===== config.mk =====
export PLATFORM = sky130hd
export DESIGN_NAME = sbcmc_host
export DESIGN_NICKNAME = d
export VERILOG_FILES = /design/src/sbcmc_pkg.sv /design/src/sbcmc_tick.sv /design/src/sbcmc_host.sv
export SDC_FILE = /design/constraint.sdc
export NUM_CORES = 1
export LEC_CHECK = 0
export BUFFER_PORTS_ARGS = -buffer_cell sky130_fd_sc_hd__buf_2
export CORE_MARGIN = 1.5
export CORE_UTILIZATION = 59
export DETAILED_ROUTE_END_ITERATION = 10
export GPL_TIMING_DRIVEN = 0
export PLACE_DENSITY = 0.8
export SLEW_MARGIN = 20
export SYNTH_ARGS = -nofsm -noshare
export SYNTH_HDL_FRONTEND = slang
export SYNTH_SLANG_ARGS = --single-unit

===== constraint.sdc =====
create_clock -name mclk_i -period 2.3 [get_ports mclk_i]
set_clock_uncertainty 0.05 [all_clocks]
set_input_delay 0.115 -clock mclk_i [delete_from_list [all_inputs] [get_ports mclk_i]]
set_output_delay 0.115 -clock mclk_i [all_outputs]
set_load 0.01 [all_outputs]

===== src/sbcmc_pkg.sv =====
package sbcmc_pkg;

    // clock and serial link timing
    localparam int unsigned CLK_HZ = 50_000_000;
    localparam int unsigned SPI_MAX_HZ = 2_000_000;
    localparam int unsigned HALF_CYCLES =
        (CLK_HZ + 2 * SPI_MAX_HZ - 1) / (2 * SPI_MAX_HZ);
    localparam int unsigned HALF_W = 5;
    localparam logic [HALF_W-1:0] HALF_LAST = HALF_W'(HALF_CYCLES - 1);

    // frame layout
    localparam int unsigned FRAME_W = 16;
    localparam int unsigned ADDR_W = 6;
    localparam int unsigned DATA_W = 4;
    localparam int unsigned ADDR_MSB = 15;
    localparam int unsigned ADDR_LSB = 10;
    localparam int unsigned RW_MSB = 9;
    localparam int unsigned RW_LSB = 8;
    localparam int unsigned PAR_MSB = 7;
    localparam int unsigned PAR_LSB = 4;
    localparam int unsigned DATA_MSB = 3;
    localparam int unsigned DATA_LSB = 0;
    localparam logic [1:0] RW_WRITE = 2'h3;
    localparam logic [1:0] RW_READ = 2'h0;
    localparam logic [4:0] BITS_PER_FRAME = 5'h10;

    // device register addresses
    localparam logic [ADDR_W-1:0] ADDR_MODE_CONTROL = 6'h00;
    localparam logic [ADDR_W-1:0] ADDR_MODE_VALIDATION = 6'h03;
    localparam logic [ADDR_W-1:0] ADDR_WATCHDOG_CONTROL = 6'h09;

    // user command codes
    typedef enum logic [2:0] {
        SBCMC_OP_WRITE = 3'h0,
        SBCMC_OP_READ = 3'h1,
        SBCMC_OP_MODE = 3'h2,
        SBCMC_OP_WDOG = 3'h3,
        SBCMC_OP_WAKE = 3'h4
    } sbcmc_op_t;

    // reset values
    localparam logic [FRAME_W-1:0] FRAME_RST = 16'h0000;
    localparam logic [DATA_W-1:0] DATA_RST = 4'h0;

    function automatic logic [DATA_W-1:0] parity(
        input logic [DATA_W-1:0] d
    );
        parity = {d[3] ^ d[0], d[3] ^ d[2], d[2] ^ d[1], d[1] ^ d[0]};
    endfunction

endpackage


===== src/sbcmc_tick.sv =====
`timescale 1ns/1ps
module sbcmc_tick (
    input wire logic mclk_i,
    input wire logic rst_n_i,
    input wire logic run_i,
    output logic tick_o
);

    logic [sbcmc_pkg::HALF_W-1:0] cnt;
    logic [sbcmc_pkg::HALF_W-1:0] next_cnt;
    logic next_tick;

    // half-period timer, restarts whenever run drops
    always_comb begin
        next_cnt = cnt;
        next_tick = 1'b0;
        if (!run_i) begin
            next_cnt = '0;
        end else if (cnt == sbcmc_pkg::HALF_LAST) begin
            next_cnt = '0;
            next_tick = 1'b1;
        end else begin
            next_cnt = cnt + sbcmc_pkg::HALF_W'(1);
        end
    end

    always_ff @(posedge mclk_i or negedge rst_n_i) begin
        if (!rst_n_i) begin
            cnt <= '0;
            tick_o <= 1'b0;
        end else begin
            cnt <= next_cnt;
            tick_o <= next_tick;
        end
    end

endmodule


===== src/sbcmc_host.sv =====
`timescale 1ns/1ps
module sbcmc_host (
    input wire logic mclk_i,
    input wire logic rst_n_i,
    input wire logic cmd_valid_i,
    input wire logic [2:0] cmd_op_i,
    input wire logic [5:0] cmd_addr_i,
    input wire logic [3:0] cmd_data_i,
    output logic cmd_ready_o,
    output logic done_o,
    output logic rsp_valid_o,
    output logic [3:0] rsp_data_o,
    output logic rsp_parity_err_o,
    output logic [15:0] rsp_frame_o,
    output logic sclk_o,
    output logic chip_select_n_o,
    output logic mosi_o,
    input wire logic miso_i,
    input wire logic reset_out_n_i,
    output logic dev_reset_n_o
);

    typedef enum logic [5:0] {
        SBCMC_IDLE = 6'h01,
        SBCMC_SETUP = 6'h02,
        SBCMC_HIGH = 6'h04,
        SBCMC_LOW = 6'h08,
        SBCMC_GAP = 6'h10,
        SBCMC_WAKE = 6'h20
    } sbcmc_state_t;

    sbcmc_state_t state;
    sbcmc_state_t next_state;
    logic tick;
    logic [15:0] tx;
    logic [15:0] next_tx;
    logic [15:0] rx;
    logic [15:0] next_rx;
    logic [4:0] bitcnt;
    logic [4:0] next_bitcnt;
    logic is_read;
    logic next_is_read;
    logic second_pending;
    logic next_second_pending;
    logic [3:0] mode_data;
    logic [3:0] next_mode_data;
    logic next_ready;
    logic next_done;
    logic next_rsp_valid;
    logic [3:0] next_rsp_data;
    logic next_rsp_parity_err;
    logic [15:0] next_rsp_frame;
    logic next_sclk;
    logic next_cs_n;
    logic next_mosi;

    // input synchronisers
    logic [2:0] miso_sync;
    logic miso_f;
    logic next_miso_f;
    logic [2:0] rst_sync;
    logic next_dev_rst;

    sbcmc_tick u_tick (
        .mclk_i(mclk_i),
        .rst_n_i(rst_n_i),
        .run_i(state != SBCMC_IDLE),
        .tick_o(tick)
    );

    // build one frame
    function automatic logic [15:0] make_frame(
        input logic [5:0] addr,
        input logic rd,
        input logic [3:0] data
    );
        logic [15:0] f;
        f = '0;
        f[sbcmc_pkg::ADDR_MSB:sbcmc_pkg::ADDR_LSB] = addr;
        f[sbcmc_pkg::RW_MSB:sbcmc_pkg::RW_LSB] =
            rd ? sbcmc_pkg::RW_READ : sbcmc_pkg::RW_WRITE;
        f[sbcmc_pkg::PAR_MSB:sbcmc_pkg::PAR_LSB] =
            sbcmc_pkg::parity(data);
        f[sbcmc_pkg::DATA_MSB:sbcmc_pkg::DATA_LSB] = data;
        make_frame = f;
    endfunction

    // pin filters: change accepted when stages two and three agree
    always_comb begin
        next_miso_f = miso_f;
        next_dev_rst = dev_reset_n_o;
        if (miso_sync[1] == miso_sync[2]) begin
            next_miso_f = miso_sync[2];
        end
        if (rst_sync[1] == rst_sync[2]) begin
            next_dev_rst = rst_sync[2];
        end
    end

    always_ff @(posedge mclk_i or negedge rst_n_i) begin
        if (!rst_n_i) begin
            miso_sync <= 3'h0;
            miso_f <= 1'b0;
            rst_sync <= 3'h0;
            dev_reset_n_o <= 1'b0;
        end else begin
            miso_sync <= {miso_sync[1:0], miso_i};
            miso_f <= next_miso_f;
            rst_sync <= {rst_sync[1:0], reset_out_n_i};
            dev_reset_n_o <= next_dev_rst;
        end
    end

    // transfer sequencer
    always_comb begin
        next_state = state;
        next_tx = tx;
        next_rx = rx;
        next_bitcnt = bitcnt;
        next_is_read = is_read;
        next_second_pending = second_pending;
        next_mode_data = mode_data;
        next_ready = cmd_ready_o;
        next_done = 1'b0;
        next_rsp_valid = 1'b0;
        next_rsp_data = rsp_data_o;
        next_rsp_parity_err = rsp_parity_err_o;
        next_rsp_frame = rsp_frame_o;
        next_sclk = sclk_o;
        next_cs_n = chip_select_n_o;
        next_mosi = mosi_o;
        case (state)
            SBCMC_IDLE: begin
                if (cmd_valid_i && cmd_ready_o) begin
                    next_ready = 1'b0;
                    next_cs_n = 1'b0;
                    next_sclk = 1'b0;
                    next_bitcnt = '0;
                    next_rx = '0;
                    next_is_read = 1'b0;
                    next_second_pending = 1'b0;
                    next_mode_data = cmd_data_i;
                    next_state = SBCMC_SETUP;
                    case (cmd_op_i)
                        sbcmc_pkg::SBCMC_OP_READ: begin
                            next_is_read = 1'b1;
                            next_tx = make_frame(cmd_addr_i, 1'b1,
                                sbcmc_pkg::DATA_RST);
                        end
                        sbcmc_pkg::SBCMC_OP_MODE: begin
                            next_second_pending = 1'b1;
                            next_tx = make_frame(
                                sbcmc_pkg::ADDR_MODE_CONTROL, 1'b0,
                                cmd_data_i);
                        end
                        sbcmc_pkg::SBCMC_OP_WDOG: begin
                            next_tx = make_frame(
                                sbcmc_pkg::ADDR_WATCHDOG_CONTROL, 1'b0,
                                cmd_data_i);
                        end
                        sbcmc_pkg::SBCMC_OP_WAKE: begin
                            next_tx = '0;
                            next_state = SBCMC_WAKE;
                        end
                        default: begin
                            next_tx = make_frame(cmd_addr_i, 1'b0,
                                cmd_data_i);
                        end
                    endcase
                    next_mosi = next_tx[sbcmc_pkg::FRAME_W-1];
                end
            end
            SBCMC_SETUP: begin
                if (tick) begin
                    next_sclk = 1'b1;
                    next_state = SBCMC_HIGH;
                end
            end
            SBCMC_HIGH: begin
                if (tick) begin
                    // device samples mosi on this fall
                    next_sclk = 1'b0;
                    next_rx = {rx[14:0], miso_f};
                    next_bitcnt = bitcnt + 5'h01;
                    next_state = SBCMC_LOW;
                end
            end
            SBCMC_LOW: begin
                if (tick) begin
                    if (bitcnt == sbcmc_pkg::BITS_PER_FRAME) begin
                        next_cs_n = 1'b1;
                        next_rsp_frame = rx;
                        if (is_read) begin
                            next_rsp_data = rx[sbcmc_pkg::DATA_MSB:
                                sbcmc_pkg::DATA_LSB];
                            next_rsp_parity_err =
                                rx[sbcmc_pkg::PAR_MSB:sbcmc_pkg::PAR_LSB]
                                != sbcmc_pkg::parity(rx[3:0]);
                            next_rsp_valid = 1'b1;
                        end
                        // write echo is stale; it goes to rsp_frame_o only, without rsp_valid_o or rsp_data_o
                        next_state = SBCMC_GAP;
                    end else begin
                        next_tx = {tx[14:0], 1'b0};
                        next_mosi = tx[14];
                        next_sclk = 1'b1;
                        next_state = SBCMC_HIGH;
                    end
                end
            end
            SBCMC_WAKE: begin
                if (tick) begin
                    next_cs_n = 1'b1;
                    next_state = SBCMC_GAP;
                end
            end
            SBCMC_GAP: begin
                if (tick) begin
                    if (second_pending) begin
                        next_second_pending = 1'b0;
                        next_tx = make_frame(
                            sbcmc_pkg::ADDR_MODE_VALIDATION, 1'b0,
                            mode_data);
                        next_mosi = next_tx[sbcmc_pkg::FRAME_W-1];
                        next_cs_n = 1'b0;
                        next_bitcnt = '0;
                        next_rx = '0;
                        next_state = SBCMC_SETUP;
                    end else begin
                        next_done = 1'b1;
                        next_ready = 1'b1;
                        next_state = SBCMC_IDLE;
                    end
                end
            end
            default: begin
                next_state = SBCMC_IDLE;
                next_cs_n = 1'b1;
                next_sclk = 1'b0;
                next_ready = 1'b1;
            end
        endcase
    end

    always_ff @(posedge mclk_i or negedge rst_n_i) begin
        if (!rst_n_i) begin
            state <= SBCMC_IDLE;
            tx <= sbcmc_pkg::FRAME_RST;
            rx <= sbcmc_pkg::FRAME_RST;
            bitcnt <= 5'h00;
            is_read <= 1'b0;
            second_pending <= 1'b0;
            mode_data <= sbcmc_pkg::DATA_RST;
            cmd_ready_o <= 1'b1;
            done_o <= 1'b0;
            rsp_valid_o <= 1'b0;
            rsp_data_o <= sbcmc_pkg::DATA_RST;
            rsp_parity_err_o <= 1'b0;
            rsp_frame_o <= sbcmc_pkg::FRAME_RST;
            sclk_o <= 1'b0;
            chip_select_n_o <= 1'b1;
            mosi_o <= 1'b0;
        end else begin
            state <= next_state;
            tx <= next_tx;
            rx <= next_rx;
            bitcnt <= next_bitcnt;
            is_read <= next_is_read;
            second_pending <= next_second_pending;
            mode_data <= next_mode_data;
            cmd_ready_o <= next_ready;
            done_o <= next_done;
            rsp_valid_o <= next_rsp_valid;
            rsp_data_o <= next_rsp_data;
            rsp_parity_err_o <= next_rsp_parity_err;
            rsp_frame_o <= next_rsp_frame;
            sclk_o <= next_sclk;
            chip_select_n_o <= next_cs_n;
            mosi_o <= next_mosi;
        end
    end

endmodule


==> results of run 1 <==
-- worst max path at each step --
stage	cells past startpoint	slack, ns	to
6_report	6	0.06	rsp_data_o[1]
5_1_grt	7	0.0006	tx[6]
4_1_cts	6	0.01	rsp_frame_o[14]
3_5_place_dp	6	-0.18	tx[6]
3_3_place_gp	5	-0.16	tx[9]
2_1_floorplan	6	0.20	tx[10]
-- cells by family (layout without fill, tap and decap cells) --
group | Yosys count | in the layout | share of synthesized area
muxes | 40 | 40 | 0.1039
DFF | 89 | 89 | 0.4956
AOI/OAI and AO/OA | 79 | 79 | 0.1390
adders and majority gates | 6 | 6 | 0.01556
xor gates and xnor gates | 24 | 24 | 0.04836
buffers and inverters | 42 | 116 | 0.04447
and+or+nand+nor | 113 | 113 | 0.1531
-- metal layers --
metal	GRT usage	up-vias	part of all wire	wire length (um)
met5	0	-	0	0
met3	0.05976	14	0.063	634
met1	0.3651	1697	0.44	4385
li1	-	1598	-	-
met4	0.09656	0	0.015	148
met2	0.3933	146	0.48	4830
-- area by class of cell --
cell class / count / area [um^2] / share of cell area
Buffer: 24 / 142.6 / 0.02725
Clock buffer: 9 / 123.9 / 0.02366
Clock inverter: 7 / 77.57 / 0.01482
Inverter: 17 / 63.81 / 0.01219
Multi-Input combinational cell: 262 / 2096 / 0.4003
Sequential cell: 89 / 2232 / 0.4264
Tap cell: 99 / 123.9 / 0.02366
Timing Repair Buffer: 59 / 375.4 / 0.07170
-- state kept, by name, summed over array words and instances, names as in the netlist --
register          count
bitcnt                5
cmd_ready_o           1
done_o                1
mode_data             4
second_pending        1
dev_reset_n_o         1
miso_sync             3
mosi_o                1
rsp_data_o            4
chip_select_n_o       1
tx                   15
rsp_valid_o           1
miso_f                1
rsp_frame_o          16
sclk_o                1
is_read               1
u_tick.tick_o         1
u_tick.cnt            5
rst_sync              3
rx                   16
state                 6
rsp_parity_err_o      1
-- what timing repair did --
item                                    CTS  global route
pin swaps                                 2             1
gates resized for setup                   2             9
endpoints found under the setup margin   28            37
endpoints found under the hold margin    42             0
hold buffers                              9             0
buffers inserted                          2             2
-- cell usage in the layout, fill, tap and decap left out, types with 3 or more instances in the layout --
master | synthesis | routed
mux2_4 | 6 | 6
buf_1 | 2 | 3
buf_6 | 3 | 5
dlygate4sd3_1 | 0 | 9
xor2_1 | 13 | 13
nor3_1 | 8 | 7
clkbuf_1 | 10 | 6
xnor2_1 | 10 | 10
and3_1 | 5 | 5
dfrtp_1 | 86 | 85
buf_2 | 7 | 51
o21ai_0 | 14 | 14
a211oi_1 | 3 | 3
mux2_2 | 30 | 30
nor2b_1 | 7 | 7
clkbuf_8 | 0 | 9
nand2b_1 | 4 | 4
mux2i_1 | 4 | 4
o22ai_1 | 4 | 3
a22o_1 | 16 | 16
inv_1 | 17 | 17
nand2_1 | 14 | 14
nand3_1 | 25 | 25
nand4_1 | 3 | 3
and2_1 | 4 | 4
o211ai_1 | 5 | 5
dfstp_2 | 3 | 3
nor3b_1 | 5 | 5
buf_4 | 3 | 6
o31ai_1 | 3 | 3
ha_1 | 4 | 4
a31oi_1 | 3 | 3
o311ai_0 | 8 | 8
nor2_1 | 16 | 16
-- tightest hold or removal path, cell delays in order --
cell and delay, ns:
buf_2 0.14, inv_1 0.06, o41ai_1 0.07
-- per-stage QoR --
step	cells	utilization	instance area, um^2	hold slack (ns)
floorplan	393	-	4502	-0.2306
global placement	537	0.6617	4851	0.1749
detailed placement	538	0.6658	4881	0.05010
CTS	565	0.7087	5195	0.0007754
global route	566	0.7141	5235	0.01377
finish	566	0.7141	5235	0.01464
-- where the power goes --
group	leakage, nW	total (mW)	internal (mW)	switching (mW)
registers	1.17	2.08	1.86	0.220
clock network	0.106	1.11	0.516	0.592
logic	1.25	1.95	0.860	1.09
total	2.52	5.14	3.23	1.90
==> impl_metrics.yaml, run 1 <==
run_status:
  outcome: "completed"
layout:
  fillers: 527
  drive_gt1_frac: 0.2934
  diodes: 0
  layout-area-overhead-vs-synth_pct: 16.29
  nNetsFinal: 484
global_routing:
  grt_max_degree: 56
  grt_overflow: 0
  grt_antenna_before_repair: 0
  grt_pass1_wl_um: 16790
  grt_pass1_vias: 3374
  gr-usage-all-layers: 0.2594
die:
  initial_core_util: 0.6141
  die_h_um: 90.35
  core_area_um2: 7331
  row_count: 31
  dieArea_um2: 8163
  pin_count: 46
  die_w_um: 90.35
critical_path:
  cp-start-kind: "flop"
  critPathTopFamily: "simple AND/OR/NAND/NOR gates"
  r2r_slack_ns: 0.06
  timing.critical_path.buf_inv: 2
  crit_start: "state[5]"
  critPathMaxStageDelay_ns: 0.50
  cp_cell_sequence: "or4_1 > buf_2 > nor2_4 > buf_6 > nand4_4 > mux2_2"
  critPathKind: "flop to flop"
  critPathMaxFanout: 10
  crit_path_end_kind: "flop"
  cp.required_ns: 2.50
  r2r_cells: 6
  slowest_stage: "or4_1"
  reg2reg_to: "rsp_data_o[1]"
  crit_arrival_ns: 2.44
  rr_startpoint: "state[5]"
drt:
  via_count: 3455
  antenna_left: 0
  avgRoutedWirePerCell_um: 17.66
  first_pass_iters: 5
  vias_per_cell: 6.104
  first_iter_violations: 268
  drc: 0
  wl_um: 9998
sta:
  rsz0062_at_grt: "no"
  fin_tns_setup_ns: 0
  relSlewSlack: 0.6794
  max_freq_mhz: 446.9
  min_period_ns: 2.238
  hold_violations: 0
  min_period_over_period: 0.9730
  worst_pin_slew_ns: 0.4809
  setup_ws_ns: 0.06214
  setup_viol: 0
  slew_violations: 0
logic_synthesis:
  synth.distinct_cells: 69
  synth_flop_cell: "dfrtp_1"
  synth.most_common_cell: "dfrtp_1"
  yosysTopAreaCell: "dfrtp_1"
  yosys_warnings: 0
  ys_top_cells_by_count: "86 x dfrtp_1, 30 x mux2_2, 25 x nand3_1, 17 x inv_1"
  ys_seq_area_frac: 0.4956
  synth_nets: 415
  synth_top_area_frac: 0.4780
  synth-edff-count: 0
  synthArstFlopShare: 1.000
  synth-seq-cells: 89
  syn_avg_cell_area_um2: 11.46
  netlist_area_um2: 4502
  netlist_top_cells_area: "dfrtp_1 48%, mux2_2 7.5%, a22o_1 3.1%"
  syn-instance-count: 393
cts:
  h-tree-depth: 3
  clk_latency_ns: 0.37
  clock_sinks: 89
  clockBufferDepth: 2
  root_buffer: "clkbuf_8"
  clkTransAtPathRegs_ns: 0.10
  cts_buffers: 9
  cts_tree: "yes"
power_and_ir_drop:
  power.leakage_nw: 2.520
  power_density_nw_per_um2: 981.0
  p_total_mw: 5.135
  ir_worst_vdd_v: 0.0006117
hold_path:
  worstHoldStart: "cmd_op_i[0]"
  min_path_type: "input port to flop"
  worstHoldPathCells: 3
  holdPathEnd: "is_read"
flow_run:
  drv_cap: 0
place:
  port_buffers: 45
  gp_congestion: 0.8804
  hpwlAfterDp_um: 6967
  post-place-ws_ns: -0.1828
No activity file was read; power rests on OpenSTA's default activity.
==> inputs of run 2 (changes only) <==
- BUFFER_PORTS_ARGS: -buffer_cell sky130_fd_sc_hd__buf_2 -> -buffer_cell sky130_fd_sc_hd__clkbuf_2
- REMOVE_ABC_BUFFERS: unset -> 1
==> impl_metrics.yaml, run 2 (synthesis results as in run 1) <==
sta:
  min_period_ns: 2.266
  setup_viol: 0
  slew_violations: 0
  min_period_over_period: 0.9853
  max_freq_mhz: 441.3
  hold_violations: 0
  relSlewSlack: 0.5326
  worst_pin_slew_ns: 0.7011
  fin_tns_setup_ns: 0
  holdWs_ns: 0.003111
cts:
  clkTransAtPathRegs_ns: 0.10
  h-tree-depth: 3
  cts_buffers: 9
  clock_sinks: 89
  clk_latency_ns: 0.36
  clockBufferDepth: 2
  cts_tree: "yes"
  root_buffer: "clkbuf_8"
place:
  hpwlAfterDp_um: 5825
  dpl.cell_count: 513
  port_buffers: 45
  gp_congestion: 0.9006
layout:
  nNetsFinal: 477
  diodes: 0
  layout-area-overhead-vs-synth_pct: 17.06
  most-common-layout-cells: "80 x dfrtp_1, 44 x clkbuf_2, 30 x mux2_2"
  top_regs: "rsp_frame_o x16, rx x16, tx x15"
  final_cells: 559
  final_common_cell: "dfrtp_1"
  drive_gt1_frac: 0.3283
  utilization: 0.7189
drt:
  drc: 0
  antenna_left: 0
  via_count: 3433
  vias_per_cell: 6.141
  first_pass_iters: 6
  first_iter_violations: 288
  wl_um: 9840
  avgRoutedWirePerCell_um: 17.60
global_routing:
  grt_antenna_before_repair: 0
  grt_max_degree: 90
  grt_pass1_wl_um: 15770
  grt_overflow: 0
  grt_pass1_vias: 3249
  gr-usage-all-layers: 0.2406
critical_path:
  critPathMaxFanout: 20
  cp-start-kind: "flop"
  crit_path_end_kind: "flop"
  critPathKind: "flop to flop"
  crit_arrival_ns: 2.46
  cp.required_ns: 2.50
power_and_ir_drop:
  p_total_mw: 5.284
  power.leakage_nw: 2.504
  ir_worst_vdd_v: 0.0007648
  power_density_nw_per_um2: 1003
die:
  dieArea_um2: 8163
  die_w_um: 90.35
  pin_count: 46
  row_count: 31
  die_h_um: 90.35
  core_area_um2: 7331
  initial_core_util: 0.6141
hold_path:
  min_path_type: "input port to flop"
flow_run:
  drv_cap: 0
run_status:
  outcome: "completed"
-- run 2: critical path: stages, from the launching register on --
cell and delay [ns]:
dfrtp_2 0.57, or4_4 0.65, nor3_2 0.35, nor3_1 0.18, a221o_1 0.35
-- run 2: final timing paths --
check	endpoint	slack [ns]	start	cells past startpoint
worst max-delay path	bitcnt[4]	0.03	state[1]	4
worst min register to register	miso_sync[1]	0.31	miso_sync[0]	0
min in group asynchronous	mosi_o	0.30	rst_n_i	2
worst max register to register	bitcnt[4]	0.03	state[1]	4
worst min-delay path	tx[14]	0.003	cmd_addr_i[4]	3
max in group asynchronous	state[5]	1.35	rst_n_i	2
-- run 2: area by class of cell --
cell class	instances	area, um^2
Clock inverter	7	95.09
Timing Repair Buffer	75	486.7
Inverter	17	63.81
Multi-Input combinational cell	263	2132
Fill cell	503	2061
Tap cell	99	123.9
Clock buffer	9	123.9
Sequential cell	89	2245
-- run 2: through the flow --
| stage | worst slack (ns) | cell area (um^2) |
|---|---|---|
| after floorplan | -0.4811 | 4365 |
| after global placement | -1.175 | 4715 |
| after detailed placement | -1.206 | 4737 |
| after CTS | 0.0004536 | 5112 |
| after global routing | -0.02363 | 5270 |
| final | 0.03391 | 5270 |
-- run 2: what timing repair did --
action / CTS / global route
pin swaps: 5 / 5
hold endpoints to repair: 90 / 0
setup buffers: 3 / 20
gates cloned: 1 / 0
hold buffers: 6 / 0
setup endpoints to repair: 66 / 51
gates resized for setup: 15 / 3
-- run 2: power breakdown --
| part | total [mW] | switching, mW | internal (mW) |
|---|---|---|---|
| Sequential | 2.21 | 0.342 | 1.87 |
| Combinational | 1.92 | 1.01 | 0.910 |
| Clock | 1.15 | 0.615 | 0.536 |
-- run 2: per-layer routing --
layer | vias to the layer above | routed length [um] | track usage
li1 | 1579 | - | -
met1 | 1688 | 4307 | 0.3362
met2 | 150 | 4728 | 0.3769
met3 | 16 | 654 | 0.04798
met4 | 0 | 149 | 0.08333
met5 | - | 0 | 0
